$ cat src/design/ccs_pkg.sv
/*
 * ccs_pkg: constants and carrier types for the clock configuration select
 * block. Assumes a 50 MHz core clock and a byte-wide register port.
 */
package ccs_pkg;
	// =====================================================================
	// clock and timing
	localparam int unsigned CCS_CLK_HZ       = 50000000;
	localparam int unsigned CCS_RUN_HOLD_MS  = 10;
	localparam int unsigned CCS_LOAD_HOLD_MS = 1;
	localparam int unsigned CCS_RUN_HOLD_CYC =
		CCS_CLK_HZ / 1000 * CCS_RUN_HOLD_MS;
	localparam int unsigned CCS_LOAD_CYC     =
		CCS_CLK_HZ / 1000 * CCS_LOAD_HOLD_MS;
	localparam int unsigned CCS_SYNC_CYC     = 2;
	// =====================================================================
	// register map
	localparam logic [7:0] CCS_ADDR_FLAGS     = 8'h00;
	localparam logic [7:0] CCS_ADDR_INPUT_SRC = 8'h13;
	localparam logic [7:0] CCS_ADDR_SPREAD    = 8'h20;
	localparam logic [7:0] CCS_ADDR_STATUS    = 8'h21;
	localparam int unsigned CCS_FLAG_BIT      = 7;
	localparam int unsigned CCS_POL_BIT       = 1;
	localparam int unsigned CCS_SM_LSB        = 6;
	localparam logic [7:0] CCS_INPUT_SRC_RST  = 8'h00;
	localparam logic [7:0] CCS_SPREAD_RST     = 8'h00;
	// spread: bit7 enable, bit6 down(1)/center(0), bits5:0 amount, 0.1 %
	localparam logic [5:0] CCS_SPREAD_CTR_MAX = 6'h19;
	localparam logic [5:0] CCS_SPREAD_DN_MIN  = 6'h05;
	localparam logic [5:0] CCS_SPREAD_DN_MAX  = 6'h32;
	// =====================================================================
	// types
	typedef enum logic [2:0] {
		CCS_CFG_0, CCS_CFG_1, CCS_CFG_2, CCS_CFG_3, CCS_CFG_DEFAULTS
	} ccs_cfg_t;

	typedef struct packed {
		logic       wr;
		logic       rd;
		logic [7:0] addr;
		logic [7:0] wdata;
	} ccs_reg_req_t;

	typedef struct packed {
		logic       load_req;
		ccs_cfg_t   cfg;
	} ccs_load_t;
endpackage : ccs_pkg

$ cat src/design/ccs_clock_config_select.sv
/*
 * ccs_clock_config_select: power-up strap latch, configuration selection,
 * run-time select switching, reference source choice and spread control.
 * Assumes i_rst is the power-on reset and pins are synchronous inputs.
 */
`timescale 1ns/1ps
module ccs_clock_config_select
	import ccs_pkg::*;
(
	// clock and reset
	input  wire logic         i_core_clk,
	input  wire logic         i_rst,
	// strap / reference output pin
	input  wire logic         i_strap_select_pin,
	output logic              o_strap_select_pin,
	output logic              o_strap_select_oe,
	input  wire logic         i_ref_clk,
	// shared pins
	input  wire logic         i_config_select_hi,
	input  wire logic         i_config_select_lo,
	output logic              o_i2c_enable,
	// stored flag from nonvolatile bank 0
	input  wire logic         i_stored_default_flag,
	// register port from i2c engine
	input  wire ccs_reg_req_t i_reg_req,
	output logic [7:0]        o_reg_rdata,
	output logic              o_reg_ready,
	// configuration loader
	output ccs_load_t         o_load,
	input  wire logic         i_load_done,
	// reference source
	input  wire logic         i_input_clock_select_pin,
	output logic              o_sel_diff_clock_input,
	output logic              o_switch_pending,
	// spread to output divider
	output logic [7:0]        o_spread_cfg
);
	// =====================================================================
	// state
	typedef enum logic [2:0] {
		CCS_ST_SAMPLE, CCS_ST_LOAD, CCS_ST_RUN_HOLD, CCS_ST_RUN
	} ccs_state_t;

	ccs_state_t  state_r, state_nxt;
	logic        strap_r, strap_nxt;
	logic        flag_r, flag_nxt;
	logic [31:0] cnt_r, cnt_nxt;
	ccs_cfg_t    cfg_r, cfg_nxt;
	logic        load_r, load_nxt;
	logic [7:0]  src_r, src_nxt;
	logic [7:0]  spr_r, spr_nxt;
	logic [7:0]  rdata_r, rdata_nxt;
	logic        sel_r, sel_nxt;
	logic        hi_lvl, hi_chg, lo_lvl, lo_chg;

	function automatic ccs_cfg_t cfg_of(input logic hi, input logic lo);
		cfg_of = ccs_cfg_t'({1'b0, hi, lo});
	endfunction : cfg_of

	function automatic logic spread_ok(input logic [7:0] v);
		if (!v[7])
			spread_ok = 1'b1;
		else if (v[6])
			spread_ok = (v[5:0] >= CCS_SPREAD_DN_MIN) &&
				(v[5:0] <= CCS_SPREAD_DN_MAX);
		else
			spread_ok = (v[5:0] != 6'h00) &&
				(v[5:0] <= CCS_SPREAD_CTR_MAX);
	endfunction : spread_ok

	// floating pins arrive low, so a plain sync is enough
	ccs_sel_filter u_hi (
		.i_core_clk (i_core_clk),
		.i_rst      (i_rst),
		.i_pin      (i_config_select_hi),
		.o_level    (hi_lvl),
		.o_change   (hi_chg)
	);
	ccs_sel_filter u_lo (
		.i_core_clk (i_core_clk),
		.i_rst      (i_rst),
		.i_pin      (i_config_select_lo),
		.o_level    (lo_lvl),
		.o_change   (lo_chg)
	);

	wire reg_ok   = (state_r == CCS_ST_RUN) || (state_r == CCS_ST_RUN_HOLD);
	wire i2c_on   = reg_ok && !strap_r;
	wire manual   = !src_r[CCS_SM_LSB + 1];
	wire sel_chg  = hi_chg || lo_chg;

	// =====================================================================
	// next state
	always_comb begin
		state_nxt = state_r;
		strap_nxt = strap_r;
		flag_nxt  = flag_r;
		cnt_nxt   = cnt_r;
		cfg_nxt   = cfg_r;
		load_nxt  = 1'b0;
		src_nxt   = src_r;
		spr_nxt   = spr_r;
		rdata_nxt = rdata_r;
		sel_nxt   = sel_r;
		case (state_r)
			CCS_ST_SAMPLE: begin
				// wait for select sync to settle before trusting levels
				if (cnt_r >= CCS_SYNC_CYC) begin
					strap_nxt = i_strap_select_pin;
					flag_nxt  = i_stored_default_flag;
					if (i_strap_select_pin)
						cfg_nxt = cfg_of(hi_lvl, lo_lvl);
					else if (i_stored_default_flag)
						cfg_nxt = CCS_CFG_DEFAULTS;
					else
						cfg_nxt = CCS_CFG_0;
					load_nxt  = 1'b1;
					cnt_nxt   = '0;
					state_nxt = CCS_ST_LOAD;
				end else begin
					cnt_nxt = cnt_r + 32'h1;
				end
			end
			CCS_ST_LOAD: begin
				// minimum 1 ms apply window, longer if loader is slow
				if (cnt_r < CCS_LOAD_CYC)
					cnt_nxt = cnt_r + 32'h1;
				if (i_load_done && cnt_r >= CCS_LOAD_CYC - 1) begin
					cnt_nxt   = '0;
					state_nxt = CCS_ST_RUN_HOLD;
				end
			end
			CCS_ST_RUN_HOLD: begin
				cnt_nxt = cnt_r + 32'h1;
				if (cnt_r >= CCS_RUN_HOLD_CYC - 1)
					state_nxt = CCS_ST_RUN;
			end
			CCS_ST_RUN: begin
				// select changes reload only in pin mode, flag 0
				if (strap_r && !flag_r && sel_chg) begin
					cfg_nxt   = cfg_of(hi_lvl, lo_lvl);
					load_nxt  = 1'b1;
					cnt_nxt   = '0;
					state_nxt = CCS_ST_LOAD;
				end
			end
			default: state_nxt = CCS_ST_SAMPLE;
		endcase
		// register port
		if (i2c_on && i_reg_req.wr) begin
			if (i_reg_req.addr == CCS_ADDR_INPUT_SRC)
				src_nxt = i_reg_req.wdata;
			if (i_reg_req.addr == CCS_ADDR_SPREAD &&
				spread_ok(i_reg_req.wdata))
				spr_nxt = i_reg_req.wdata;
		end
		if (i2c_on && i_reg_req.rd) begin
			case (i_reg_req.addr)
				CCS_ADDR_FLAGS:     rdata_nxt = {flag_r, 7'h00};
				CCS_ADDR_INPUT_SRC: rdata_nxt = src_r;
				CCS_ADDR_SPREAD:    rdata_nxt = spr_r;
				CCS_ADDR_STATUS:
					rdata_nxt = {3'h0, strap_r, sel_r, cfg_r};
				default:            rdata_nxt = 8'h00;
			endcase
		end
		// select pin only steers in manual mode; retimed to one edge
		if (manual)
			sel_nxt = i_input_clock_select_pin ^
				src_r[CCS_POL_BIT];
	end

	// =====================================================================
	// registers
	always_ff @(posedge i_core_clk or posedge i_rst) begin
		if (i_rst) begin
			state_r <= CCS_ST_SAMPLE;
			strap_r <= 1'b0;
			flag_r  <= 1'b0;
			cnt_r   <= '0;
			cfg_r   <= CCS_CFG_0;
			load_r  <= 1'b0;
			src_r   <= CCS_INPUT_SRC_RST;
			spr_r   <= CCS_SPREAD_RST;
			rdata_r <= 8'h00;
			sel_r   <= 1'b0;
		end else begin
			state_r <= state_nxt;
			strap_r <= strap_nxt;
			flag_r  <= flag_nxt;
			cnt_r   <= cnt_nxt;
			cfg_r   <= cfg_nxt;
			load_r  <= load_nxt;
			src_r   <= src_nxt;
			spr_r   <= spr_nxt;
			rdata_r <= rdata_nxt;
			sel_r   <= sel_nxt;
		end
	end

	// =====================================================================
	// outputs
	assign o_strap_select_oe      = (state_r != CCS_ST_SAMPLE);
	assign o_strap_select_pin     = o_strap_select_oe & i_ref_clk;
	assign o_i2c_enable           = i2c_on;
	assign o_reg_ready            = i2c_on;
	assign o_reg_rdata            = rdata_r;
	assign o_load                 = '{load_req: load_r, cfg: cfg_r};
	assign o_sel_diff_clock_input = sel_r;
	assign o_switch_pending       = (state_r == CCS_ST_LOAD);
	assign o_spread_cfg           = spr_r;

	// =====================================================================
	// checks
	AST_STRAP_HOLD: assert property (@(posedge i_core_clk) disable iff (i_rst)
		state_r != CCS_ST_SAMPLE |=> $stable(strap_r))
		else $error("strap latch changed after sampling");
	AST_PIN_DRIVE: assert property (@(posedge i_core_clk) disable iff (i_rst)
		state_r == CCS_ST_LOAD |-> o_strap_select_oe)
		else $error("strap pin not driven after sampling");
	AST_NO_I2C_STRAP_HI: assert property (@(posedge i_core_clk)
		disable iff (i_rst) strap_r |-> !o_i2c_enable)
		else $error("i2c open with strap high");
	AST_NO_I2C_BEFORE_LOAD: assert property (@(posedge i_core_clk)
		disable iff (i_rst)
		state_r inside {CCS_ST_SAMPLE, CCS_ST_LOAD} |-> !o_i2c_enable)
		else $error("i2c open before restore");
	AST_CFG_SEL: assert property (@(posedge i_core_clk) disable iff (i_rst)
		load_r && strap_r |->
		cfg_r == cfg_of($past(hi_lvl), $past(lo_lvl)))
		else $error("wrong pin configuration loaded");
	AST_CFG_I2C: assert property (@(posedge i_core_clk) disable iff (i_rst)
		load_r && !strap_r |-> cfg_r ==
		(flag_r ? CCS_CFG_DEFAULTS : CCS_CFG_0))
		else $error("wrong i2c-mode configuration");
	AST_SRC_MAP: assert property (@(posedge i_core_clk) disable iff (i_rst)
		manual |=> o_sel_diff_clock_input ==
		($past(i_input_clock_select_pin) ^ $past(src_r[CCS_POL_BIT])))
		else $error("source choice wrong");
	AST_AUTO_HOLD: assert property (@(posedge i_core_clk) disable iff (i_rst)
		!$past(manual) |-> $stable(o_sel_diff_clock_input))
		else $error("select pin acted outside manual mode");
	AST_HOLD_10MS: assert property (@(posedge i_core_clk) disable iff (i_rst)
		state_r == CCS_ST_RUN_HOLD && sel_chg |=> !load_r)
		else $error("reload inside 10 ms window");
	AST_SPREAD_LIMIT: assert property (@(posedge i_core_clk)
		disable iff (i_rst) spread_ok(spr_r))
		else $error("spread setting out of range");
endmodule : ccs_clock_config_select

$ cat src/design/ccs_sel_filter.sv
/*
 * ccs_sel_filter: two-stage synchroniser with change pulse for one select
 * pin. Assumes the pin is a clean level; a floating pin arrives as low.
 */
`timescale 1ns/1ps
module ccs_sel_filter
	import ccs_pkg::*;
(
	// clock and reset
	input  wire logic i_core_clk,
	input  wire logic i_rst,
	// pin
	input  wire logic i_pin,
	// result
	output logic      o_level,
	output logic      o_change
);
	logic meta_r, meta_nxt, lvl_r, lvl_nxt, prev_r, prev_nxt;

	always_comb begin
		meta_nxt = i_pin;
		lvl_nxt  = meta_r;
		prev_nxt = lvl_r;
	end

	always_ff @(posedge i_core_clk or posedge i_rst) begin
		if (i_rst) begin
			meta_r <= 1'b0;
			lvl_r  <= 1'b0;
			prev_r <= 1'b0;
		end else begin
			meta_r <= meta_nxt;
			lvl_r  <= lvl_nxt;
			prev_r <= prev_nxt;
		end
	end

	assign o_level  = lvl_r;
	assign o_change = lvl_r ^ prev_r;
endmodule : ccs_sel_filter

$ cat config.mk
export PLATFORM = sky130hd
export DESIGN_NAME = ccs_clock_config_select
export DESIGN_NICKNAME = d
export VERILOG_FILES = /design/src/design/ccs_pkg.sv /design/src/design/ccs_clock_config_select.sv /design/src/design/ccs_sel_filter.sv
export SDC_FILE = /design/constraint.sdc
export NUM_CORES = 1
export LEC_CHECK = 0
export BUFFER_PORTS_ARGS = -buffer_cell sky130_fd_sc_hd__buf_4
export CAP_MARGIN = 20
export CORE_MARGIN = 10
export CORE_UTILIZATION = 25
export CTS_CLUSTER_SIZE = 24
export DETAILED_ROUTE_END_ITERATION = 8
export PLACE_DENSITY = 0.4
export SLEW_MARGIN = 25
export SYNTH_ARGS = -nofsm -noshare
export SYNTH_HDL_FRONTEND = slang
export SYNTH_SLANG_ARGS = --single-unit
$ cat constraint.sdc
create_clock -name i_core_clk -period 2.3 [get_ports i_core_clk]
set_clock_uncertainty 0.15 [all_clocks]
set_input_delay 0.115 -clock i_core_clk [delete_from_list [all_inputs] [get_ports i_core_clk]]
set_output_delay 0.115 -clock i_core_clk [all_outputs]
set_load 0.01 [all_outputs]
* Word level (Yosys, flattened, before mapping)
Index checks and enable logic that the tools add are counted. W data, S select, Z words.
Storage, ports and cells: flip-flop bits (word level) 72, output and inout bits 26, logic and storage cells 86
Operators by class: add/subtract/negate cells 1, magnitude comparators 7, equality and inequality tests 11, multiplexer cells 22, bitwise logic cells 4, reductions and logical operators 25
Operators with widths (count):
- $mux W32 | 4
- $pmux W32 S4 | 1
- $add A32 B1 Y32 const B | 1
- $ge A32 B16 Y1 const B | 1
- $ge A32 B19 Y1 const B | 1
- $ge A32 B2 Y1 const B | 1
- $lt A32 B16 Y1 const B | 1
- $pmux W8 S4 | 1
- $mux W3 | 8
- $eq A8 B6 Y1 const B | 2
- $pmux W3 S4 | 1
- $logic_and A1 B1 Y1 | 9
- $eq A8 B5 Y1 const B | 1
- $logic_not A8 Y1 | 1
- $eq A3 B2 Y1 const B | 2
- $ge A6 B3 Y1 const B | 1
- $le A6 B5 Y1 const B | 1
- $le A6 B6 Y1 const B | 1
- $ne A2 B1 Y1 const B | 3
- $pmux W3 S2 | 1
- $reduce_and A2 Y1 | 3
- $reduce_and A3 Y1 | 2
- $reduce_bool A6 Y1 | 1
- $mux W1 | 5
- 13 further kinds | 17

* Longest topological paths before layout
Gate-level depths: netlist of the first run.
depth after elaboration 7, depth in mapped cells 9, gate-level depth less buffers 8

* Cells and area by module
Synthesis of the first run repeated with hierarchy kept, for this count alone.
Second synthesis, totals: cell total of the unflattened synthesis 411, area, all modules 4063.9 um^2
Modules (own cells, without submodules):
- ccs_clock_config_select | instances 1, cells an instance 401, area an instance 3888.7 um^2
- ccs_sel_filter | instances 2, cells an instance 5, area an instance 87.6 um^2

* Worst setup path before layout of the first run
Ideal clock, no wire load.
path kind register to register, from reg cnt_r[1], to reg cnt_r[25], data arrival time 2.119 ns, required time 2.018 ns, slack -0.101 ns, stages on the path, launching flop included 9, path buffers 1, clock period less this slack 2.401 ns, cells stage by stage dfrtp_1 ha_1 nand3_1 or3_1 o31a_1 a21boi_4 buf_2 a2bb2oi_1 o31ai_2
Between the ends: longest elaborated chain between the ends 4
Ends and longest elaborated chain:
- start, declared | RTL line ccs_clock_config_select.sv:47 | logic [31:0] cnt_r, cnt_nxt;
- start signal, assigned | RTL line ccs_clock_config_select.sv:191 | cnt_r <= cnt_nxt;
- $add A32 B1 Y32 or $ge A32 B16 Y1 (tied branches)
- $mux W32 or $logic_and A1 B1 Y1 (tied branches) | RTL line ccs_clock_config_select.sv:126, ccs_clock_config_select.sv:128
- $mux W32 or $ne A3 B1 Y1 (tied branches)
- $pmux W32 S4 or $reduce_and A3 Y1 (tied branches)
Parallel ways exist; a longest one is shown, timed or not. The select of a mux whose other input is x is not followed. A chain may end at the register's enable or synchronous reset.

* Worst setup path in the final report of the first run
from reg cnt_r[28], to reg cnt_r[7]
Between the ends: longest elaborated chain between the ends 4
Ends and longest elaborated chain:
- $ge A32 B16 Y1 | RTL line ccs_clock_config_select.sv:128 | if (i_load_done && cnt_r >= CCS_LOAD_CYC - 1) begin
- $logic_and A1 B1 Y1 | RTL line ccs_clock_config_select.sv:128
- $mux W32 or $ne A3 B1 Y1 (tied branches)
- $pmux W32 S4 or $reduce_and A3 Y1 (tied branches)
Parallel ways exist; a longest one is shown, timed or not.

==> flow_summary.yaml, run 1 <==
logic_synthesis:
  synth_cell_types: 58
  syn-cell-area_sq_um: 4070
  yosys.area.top_type_share_pct: 43.7
  syn-num-nets: 443
  synth_ff_type: "dfrtp_1"
  syn_avg_cell_area_sq_um: 9.94
  ys_seq_elements: 71
  synth.largest_area_cell: "dfrtp_1"
  ys_top_cells_by_area: "dfrtp_1, mux2_2, nand3_1"
  ys.warnings.count: 0
  ys_async_sr_fraction_pct: 100
  syn_inst: 409
  synth-edff-count: 0
  ys_seq_area_share_pct: 43.7
power:
  p_comb_share_pct: 55.1
  power.share.clock_pct: 23.6
  cell_internal_pwr_uw: 4270
  p_leak_uw: 0.00284
  p_seq_share_pct: 21.3
  ir_drop_uv: 431
  power.switching_uw: 2550
  power_density_nw_per_um2: 1080
  power.switching_fraction_pct: 37.4
placement:
  dp_hpwl_microns: 10200
  numPortBuffers: 52
  place_congestion: 0.832
  dpl.cell_count: 746
critical_path:
  crit_path_cell_trace: "nor4_4, nand4_4, a311oi_4, buf_6, a21boi_4, buf_4, clkbuf_16, o31a_1, o22ai_2"
  cp_slowest_cell: "dfrtp_1"
  crit_family: "compound AO/OA/AOI/OAI gates"
  crit_type: "reg2reg"
  end_kind: "register"
  path_max_fanout: 6
  crit_arrival_ns: 2.54
  critPathRequiredTime_ns: 2.41
  cp-start-kind: "register"
  max_stage_delay_ns: 0.41
  cp.buffers_inverters: 3
timing:
  fin_crit_sh_pct: 106
  slew_viol_final: 0
  setup_viol: 35
  worst_slack_ns: -0.131
  fin_setup_tns_ns: -2.04
  tightest_slew_ns: 0.480
  timing.fmax_ghz: 0.411
  rsz0062_at_grt: "yes"
  whs_ns: 0.0832
  min_period_ns: 2.43
  slew_headroom_pct: 67.7
  finalHoldViolCount: 0
finish:
  fin_nets: 604
  final_common_cell: "buf_4"
  most-common-layout-cells: "buf_4, dfrtp_1, nand2_1"
  area_growth_pct: 55.2
  antennaDiodeCount: 0
  n_fill_cell: 1593
  drive_gt1_share_pct: 42.9
  finalNonFillerCells: 790
die:
  die_area_sq_um: 21800
  num_io_pins: 53
  floorplan.initialDensity_pct: 25.6
  core_area_sq_um: 15900
  die_h_microns: 148
  num_rows: 46
  die_x_microns: 148
clock_tree:
  cts_tree: "yes"
  cts.root.buffer_cell: "clkbuf_16"
  cts.sinks: 71
  cts_inserted_buffers: 9
  cts_buffer_depth: 2
  clk_pin_slew_ns: 0.06
  clk_latency_ns: 0.34
  htree_levels: 3
routing:
  first_pass_iters: 4
  via_count: 3857
  routed_wl_microns: 13800
  drc: 0
  vias_per_cell: 4.88
  drtIter0Drc: 203
  ant_nets: 0
  wl_per_cell_microns: 17.5
min_path:
  hold_class: "in2reg"
global_routing:
  overflow: 0
  grt_max_degree: 57
  antenna_found_initial: 0
  grt_pass1_wl_microns: 21900
  grt_usage_pct: 12.5
  grt_pass1_vias: 3931
run:
  drv_cap: 0
run_status:
  status: "finished with violations"
  violations: "setup timing"
-- cell usage after synthesis, drive strengths merged (4+ instances only) --
library cell   n
nand4          9
mux2          18
nor2b          7
nand3         31
buf           14
o31ai         24
nand2b         4
a22o          14
ha             7
nor2          34
a2bb2oi       11
dfrtp         71
inv           13
nor4          11
o21ai         14
nor3          20
clkbuf         4
a21oi          9
mux2i          9
nand2         40
o2bb2ai        4
-- tightest hold or removal path, stage by stage --
cell and delay (ns):
buf_4 0.08, nand2_1 0.05, buf_4 0.16, nand2_1 0.06, o21ai_0 0.06
-- state kept, by name (all words and copies together) (netlist names) --
register                count
strap_r                     1
u_hi.o_level                1
cnt_r                      32
u_hi.prev_r                 1
u_lo.lvl_nxt                1
u_hi.lvl_nxt                1
u_lo.o_level                1
u_lo.prev_r                 1
src_r                       8
flag_r                      1
load_r                      1
o_sel_diff_clock_input      1
cfg_r                       3
o_reg_rdata                 8
o_spread_cfg                8
state_r                     2
-- kinds of logic (layout without fill, tap and decap cells) --
logic type                 after synthesis  after routing  share of synthesized area (%)
and+or+nand+nor                        168            168                           21.5
xor gates and xnor gates                 3              3                          0.646
DFF                                     71             71                           43.7
adders and majority gates                7              7                           2.15
muxes                                   27             27                           7.20
buffers and inverters                   31            196                           3.85
AOI/OAI and AO/OA                      102            102                           20.9
-- power by group through the flow --
stage	sequential [uW]	clock [uW]	combinational, uW
5_1_grt	1470	1710	4000
4_1_cts	1450	1660	3200
6_report	1450	1610	3750
2_1_floorplan	1460	0	1700
3_3_place_gp	1470	0	2890
3_5_place_dp	1470	0	2880
-- layer usage --
metal  track usage [%]  routed length (microns)  vias to the layer above
met5                 0                        0                        -
met4              3.72                      172                        0
met3              2.81                      577                       13
met2              20.3                     6630                       74
met1              16.1                     6450                     1907
li1                  -                        -                     1863
-- metrics by stage --
step	utilization, %	area (sq um)	total power, uW	worst slack [ns]
after floorplan	-	4140	3170	-0.0420
after global placement	33.7	5360	4360	-0.218
after detailed placement	33.7	5360	4350	-0.204
after CTS	37.8	6010	6300	-0.109
after global routing	39.7	6310	7190	-0.254
final	39.7	6310	6820	-0.131
-- what timing repair did --
item	CTS	global route
hold buffers	14	0
endpoints found under the hold margin	38	0
cloned	0	2
setup endpoints to repair	44	40
setup buffers	4	10
pin swaps	6	23
gates resized for setup	29	34
-- layout make-up --
cell class              instances  area, sq um  area share (%)
clock inverters                 6          110            1.75
repair buffers                168         1420            22.5
multi-input cells             307         2460            39.0
flip-flops and latches         71         1780            28.2
well taps                     216          270            4.28
clock buffers                   9          225            3.57
inverters                      13         48.8           0.774
-- worst paths after layout --
| check | startpoint | endpoint | slack (ns) | cells after the start |
|---|---|---|---|---|
| worst max-delay path | cnt_r[28] | cnt_r[7] | -0.13 | 9 |
| worst min-delay path | i_reg_req[16] | o_reg_rdata[6] | 0.08 | 5 |
| worst max register to register | cnt_r[28] | cnt_r[7] | -0.13 | 9 |
| worst min register to register | u_lo.lvl_nxt | u_lo.o_level | 0.20 | 0 |
| max in group asynchronous | i_rst | cnt_r[1] | 1.19 | 4 |
| min in group asynchronous | i_rst | o_spread_cfg[5] | 0.16 | 3 |
Note: power is estimated with default switching activity, not from simulation.
==> run 2: changes to the inputs <==
Settings changed: CAP_MARGIN 20 to 25, CORE_UTILIZATION 25 to 52, PLACE_DENSITY 0.4 to 0.74.
==> flow_summary.yaml, run 2 (synthesized netlist as in run 1, its figures left out) <==
clock_tree:
  htree_levels: 3
  cts_inserted_buffers: 9
  clk_pin_slew_ns: 0.08
  cts_tree: "yes"
  cts_buffer_depth: 2
  clk_latency_ns: 0.36
  cts.sinks: 71
  cts.root.buffer_cell: "clkbuf_8"
finish:
  final_common_cell: "buf_4"
  largest_register_ffs: 32
  fin_nets: 608
  n_fill_cell: 395
  largest_register: "cnt_r"
  finalNonFillerCells: 681
  antennaDiodeCount: 0
  post-route-cell-area_sq_um: 6230
  drive_gt1_share_pct: 45.1
  most-common-layout-cells: "buf_4, dfrtp_1, nand2_1"
  area_growth_pct: 53.2
placement:
  dp_hpwl_microns: 8550
  dp_slack_ns: -0.222
  placed_area_sq_um: 5220
  place_congestion: 0.936
  dpl.cell_count: 629
  numPortBuffers: 52
global_routing:
  grt_util_met2_pct: 39.3
  met3_usage_pct: 5.71
  grt_pass1_vias: 4388
  grt_max_degree: 72
  use_met1_pct: 26.8
  antenna_found_initial: 0
  overflow: 0
  top_usage_layer: "met2"
  grt_usage_pct: 23.2
  grt_pass1_wl_microns: 21800
die:
  die_h_microns: 108
  floorplan.initialDensity_pct: 53.2
  die_x_microns: 108
  die_area_sq_um: 11800
  num_io_pins: 53
  num_rows: 32
  core_area_sq_um: 7650
run_status:
  status: "finished with violations"
  violations: "setup timing"
timing:
  rsz0062_at_grt: "yes"
  worst_slack_ns: -0.324
  tightest_slew_ns: 0.611
  finalHoldViolCount: 0
  timing.fmax_ghz: 0.381
  setup_viol: 40
  min_period_ns: 2.62
  slew_headroom_pct: 59.2
  slew_viol_final: 0
  fin_crit_sh_pct: 114
routing:
  routed_wl_microns: 15500
  wl_per_cell_microns: 22.8
  ant_nets: 0
  drtIter0Drc: 408
  via_count: 4396
  first_pass_iters: 6
  drc: 0
  vias_per_cell: 6.46
critical_path:
  path_max_fanout: 8
  critPathRequiredTime_ns: 2.44
  end_kind: "register"
  cp-start-kind: "register"
  crit_arrival_ns: 2.76
  regToRegSetupSlack_ns: -0.32
  worstRegToRegCells: 11
  crit_type: "reg2reg"
power:
  power_density_nw_per_um2: 1110
  p_leak_uw: 0.00279
  ir_drop_uv: 1050
run:
  drv_cap: 0
min_path:
  whs_path_depth: 4
  hold_class: "in2reg"
==> run 2: cell count changes in the layout (fill, tap and decap cells not counted), moves of 2 or more <==
| cell | delta |
|---|---|
| clkbuf_16 | -10 |
| o31ai_1 | -8 |
| clkbuf_8 | +11 |
| bufinv_16 | -2 |
| buf_12 | +2 |
| o31ai_2 | +2 |
| buf_6 | +5 |
| o31ai_4 | +6 |
==> run 2: worst max-delay path, stage by stage (launching register included) <==
cell	delay, ns
dfrtp_1	0.42
nor4_4	0.34
buf_4	0.19
o31ai_4	0.08
a311oi_4	0.33
buf_6	0.18
buf_6	0.11
a21boi_4	0.09
nor3_4	0.26
buf_6	0.15
buf_12	0.12
a22o_1	0.14
==> run 2: path summary, 6_finish.rpt <==
kind / from / to
max: cnt_r[12] / cnt_r[30]
min: i_reg_req[12] / o_reg_rdata[7]
max reg2reg: cnt_r[12] / cnt_r[30]
min reg2reg: u_lo.lvl_nxt / u_lo.o_level
max in group asynchronous: i_rst / cnt_r[22]
min in group asynchronous: i_rst / cnt_r[27]
==> run 2: metal layers <==
| metal | part of all wire [%] | vias to the layer above |
|---|---|---|
| met1 | 37 | 2160 |
| met4 | 5.0 | 0 |
| met2 | 50 | 270 |
| met5 | 0 | - |
| li1 | - | 1875 |
| met3 | 7.4 | 91 |
==> run 2: power by group <==
part / total [uW] / leakage (uW) / switching (uW) / internal (uW)
Sequential: 1460 / 0.000960 / 109 / 1350
Combinational: 4370 / 0.00173 / 2260 / 2110
Clock: 1070 / 0.0000988 / 505 / 563
==> run 2: timing repair <==
| item | CTS | global route |
|---|---|---|
| resized for setup | 50 | 43 |
| hold buffers | 14 | 0 |
| hold endpoints to repair | 93 | 0 |
| setup buffers | 13 | 6 |
| gates cloned | 4 | 0 |
| setup endpoints to repair | 34 | 45 |
| pin swaps | 15 | 29 |
==> run 2: stage by stage <==
step           setup TNS, ns  total power, uW  util (%)  hold WS, ns
2_1_floorplan         -0.362             3170         -     -0.00357
3_3_place_gp           -3.55             4270      68.3       0.0762
3_5_place_dp           -5.37             4380      68.3       0.0755
4_1_cts                -3.07             6370      78.3       0.0386
5_1_grt               -10.07             7110      81.4       0.0760
6_report               -8.67             6900      81.4       0.0340
==> run 2: area by class of cell <==
cell class	instances	area (sq um)	share of cell area, %
Tap cell	102	128	2.05
Multi-Input combinational cell	307	2590	41.6
Inverter	13	48.8	0.784
Clock buffer	12	155	2.49
Timing Repair Buffer	172	1480	23.7
Sequential cell	71	1780	28.5
Clock inverter	4	53.8	0.864
==> run 3: changes to the inputs <==
Settings changed: HOLD_SLACK_MARGIN set to 0.05.
==> flow_summary.yaml, run 3 (synthesized netlist as in run 1, its figures left out) <==
finish:
  post-route-cell-area_sq_um: 6250
  antennaDiodeCount: 0
  largest_register: "cnt_r"
  fin_nets: 610
  area_growth_pct: 53.6
  final_common_cell: "buf_4"
  finalNonFillerCells: 683
  drive_gt1_share_pct: 44.9
  largest_register_ffs: 32
  most-common-layout-cells: "buf_4, dfrtp_1, nand2_1"
  n_fill_cell: 391
global_routing:
  antenna_found_initial: 0
  grt_pass1_vias: 4415
  grt_pass1_wl_microns: 21900
  grt_usage_pct: 23.3
  grt_max_degree: 72
  overflow: 0
critical_path:
  crit_family: "buffers and inverters"
  crit_type: "reg2reg"
  max_stage_delay_ns: 0.42
  regToRegSetupSlack_ns: -0.30
  crit_path_cell_trace: "nor4_4, buf_4, o31ai_4, a311oi_4, buf_6, buf_6, a21boi_4, nor3_4, buf_6, buf_12, a22o_1"
  path_common_cell: "buf_6"
  crit_path_start: "cnt_r[12]"
  cp_slowest_cell: "dfrtp_1"
  r2r_end: "cnt_r[30]"
  regToRegStartpoint: "cnt_r[12]"
  crit_arrival_ns: 2.75
  critPathRequiredTime_ns: 2.45
  cp.buffers_inverters: 5
  cp.depth: 11
  endpoint: "cnt_r[30]"
  end_kind: "register"
  worstRegToRegCells: 11
  cp-start-kind: "register"
  path_max_fanout: 8
clock_tree:
  clk_latency_ns: 0.37
  cts_buffer_depth: 2
  htree_levels: 3
  clk_pin_slew_ns: 0.09
  cts_tree: "yes"
  cts.sinks: 71
  cts.root.buffer_cell: "clkbuf_8"
  cts_inserted_buffers: 9
min_path:
  hold_class: "in2reg"
  holdCritStartpoint: "i_reg_req[16]"
die:
  die_h_microns: 108
  num_io_pins: 53
  core_area_sq_um: 7650
  num_rows: 32
  die_area_sq_um: 11800
  die_x_microns: 108
  floorplan.initialDensity_pct: 53.2
timing:
  tightest_slew_ns: 0.624
  fin_crit_sh_pct: 113
  slew_headroom_pct: 58.3
  min_period_ns: 2.60
  setup_viol: 40
  worst_slack_ns: -0.305
  rsz0062_at_grt: "yes"
  whs_ns: 0.0421
  slew_viol_final: 0
  timing.fmax_ghz: 0.384
  finalHoldViolCount: 0
placement:
  placed_area_sq_um: 5220
  place_congestion: 0.936
  dp_hpwl_microns: 8550
  dpl.cell_count: 629
  numPortBuffers: 52
routing:
  drtIter0Drc: 397
  wl_per_cell_microns: 22.8
  ant_nets: 0
  routed_wl_microns: 15600
  first_pass_iters: 6
  drc: 0
  via_count: 4443
  vias_per_cell: 6.51
power:
  p_leak_uw: 0.00280
  ir_drop_uv: 1040
  power_density_nw_per_um2: 1100
  p_total_uw: 6900
run_status:
  violations: "setup timing"
  status: "finished with violations"
run:
  drv_cap: 0
-- run 3: changes by cell type in the layout (fill, tap and decap cells not counted), sizes merged --
cell | before | now
dlygate4sd3 | 14 | 16
-- run 3: worst reg2reg max path: stages, from the launching register on --
cell,delay (ns)
dfrtp_1,0.42
nor4_4,0.35
buf_4,0.19
o31ai_4,0.08
a311oi_4,0.31
buf_6,0.18
buf_6,0.11
a21boi_4,0.09
nor3_4,0.26
buf_6,0.15
buf_12,0.12
a22o_1,0.14
-- run 3: how the worst min path moves through the flow --
stage | endpoint | slack (ns) | cells past startpoint
after floorplan | u_hi.lvl_nxt | -0.004 | 0
after global placement | cnt_r[26] | 0.08 | 3
after detailed placement | u_lo.lvl_nxt | 0.08 | 1
after CTS | o_reg_rdata[1] | 0.06 | 5
after global routing | o_reg_rdata[1] | 0.08 | 5
final | o_reg_rdata[2] | 0.04 | 5
-- run 3: metal layers --
metal  up-vias  wire length, microns  GRT usage [%]
met5         -                     0              0
met4         0                   827           11.7
met3        99                  1160           5.71
met2       281                  7770           39.5
met1      2185                  5800           26.8
li1       1878                     -              -
-- run 3: repair_timing --
action / CTS / global route
pin swaps: 15 / 29
setup endpoints to repair: 34 / 45
hold buffers: 16 / 0
resized for setup: 50 / 43
buffers inserted: 13 / 6
hold endpoints to repair: 96 / 0
cloned: 4 / 0
-- run 3: per-stage QoR --
stage	setup WS (ns)	TNS [ns]	utilization (%)
global placement	-0.162	-3.55	68.3
floorplan	-0.0420	-0.362	-
global route	-0.351	-10.07	81.7
CTS	-0.127	-3.07	78.5
finish	-0.305	-8.33	81.7
detailed placement	-0.222	-5.37	68.3
-- run 3: area by class of cell --
cell class	count	area [sq um]	area share (%)
clock buffers	12	155	2.48
well taps	102	128	2.04
clock inverters	4	53.8	0.861
inverters	13	48.8	0.781
flip-flops and latches	71	1780	28.4
repair buffers	174	1500	23.9
multi-input cells	307	2590	41.4
-- run 3: where the power goes --
group,total (uW),internal (uW),switching (uW)
Sequential,1460,1350,110
Combinational,4360,2110,2250
Clock,1080,563,517
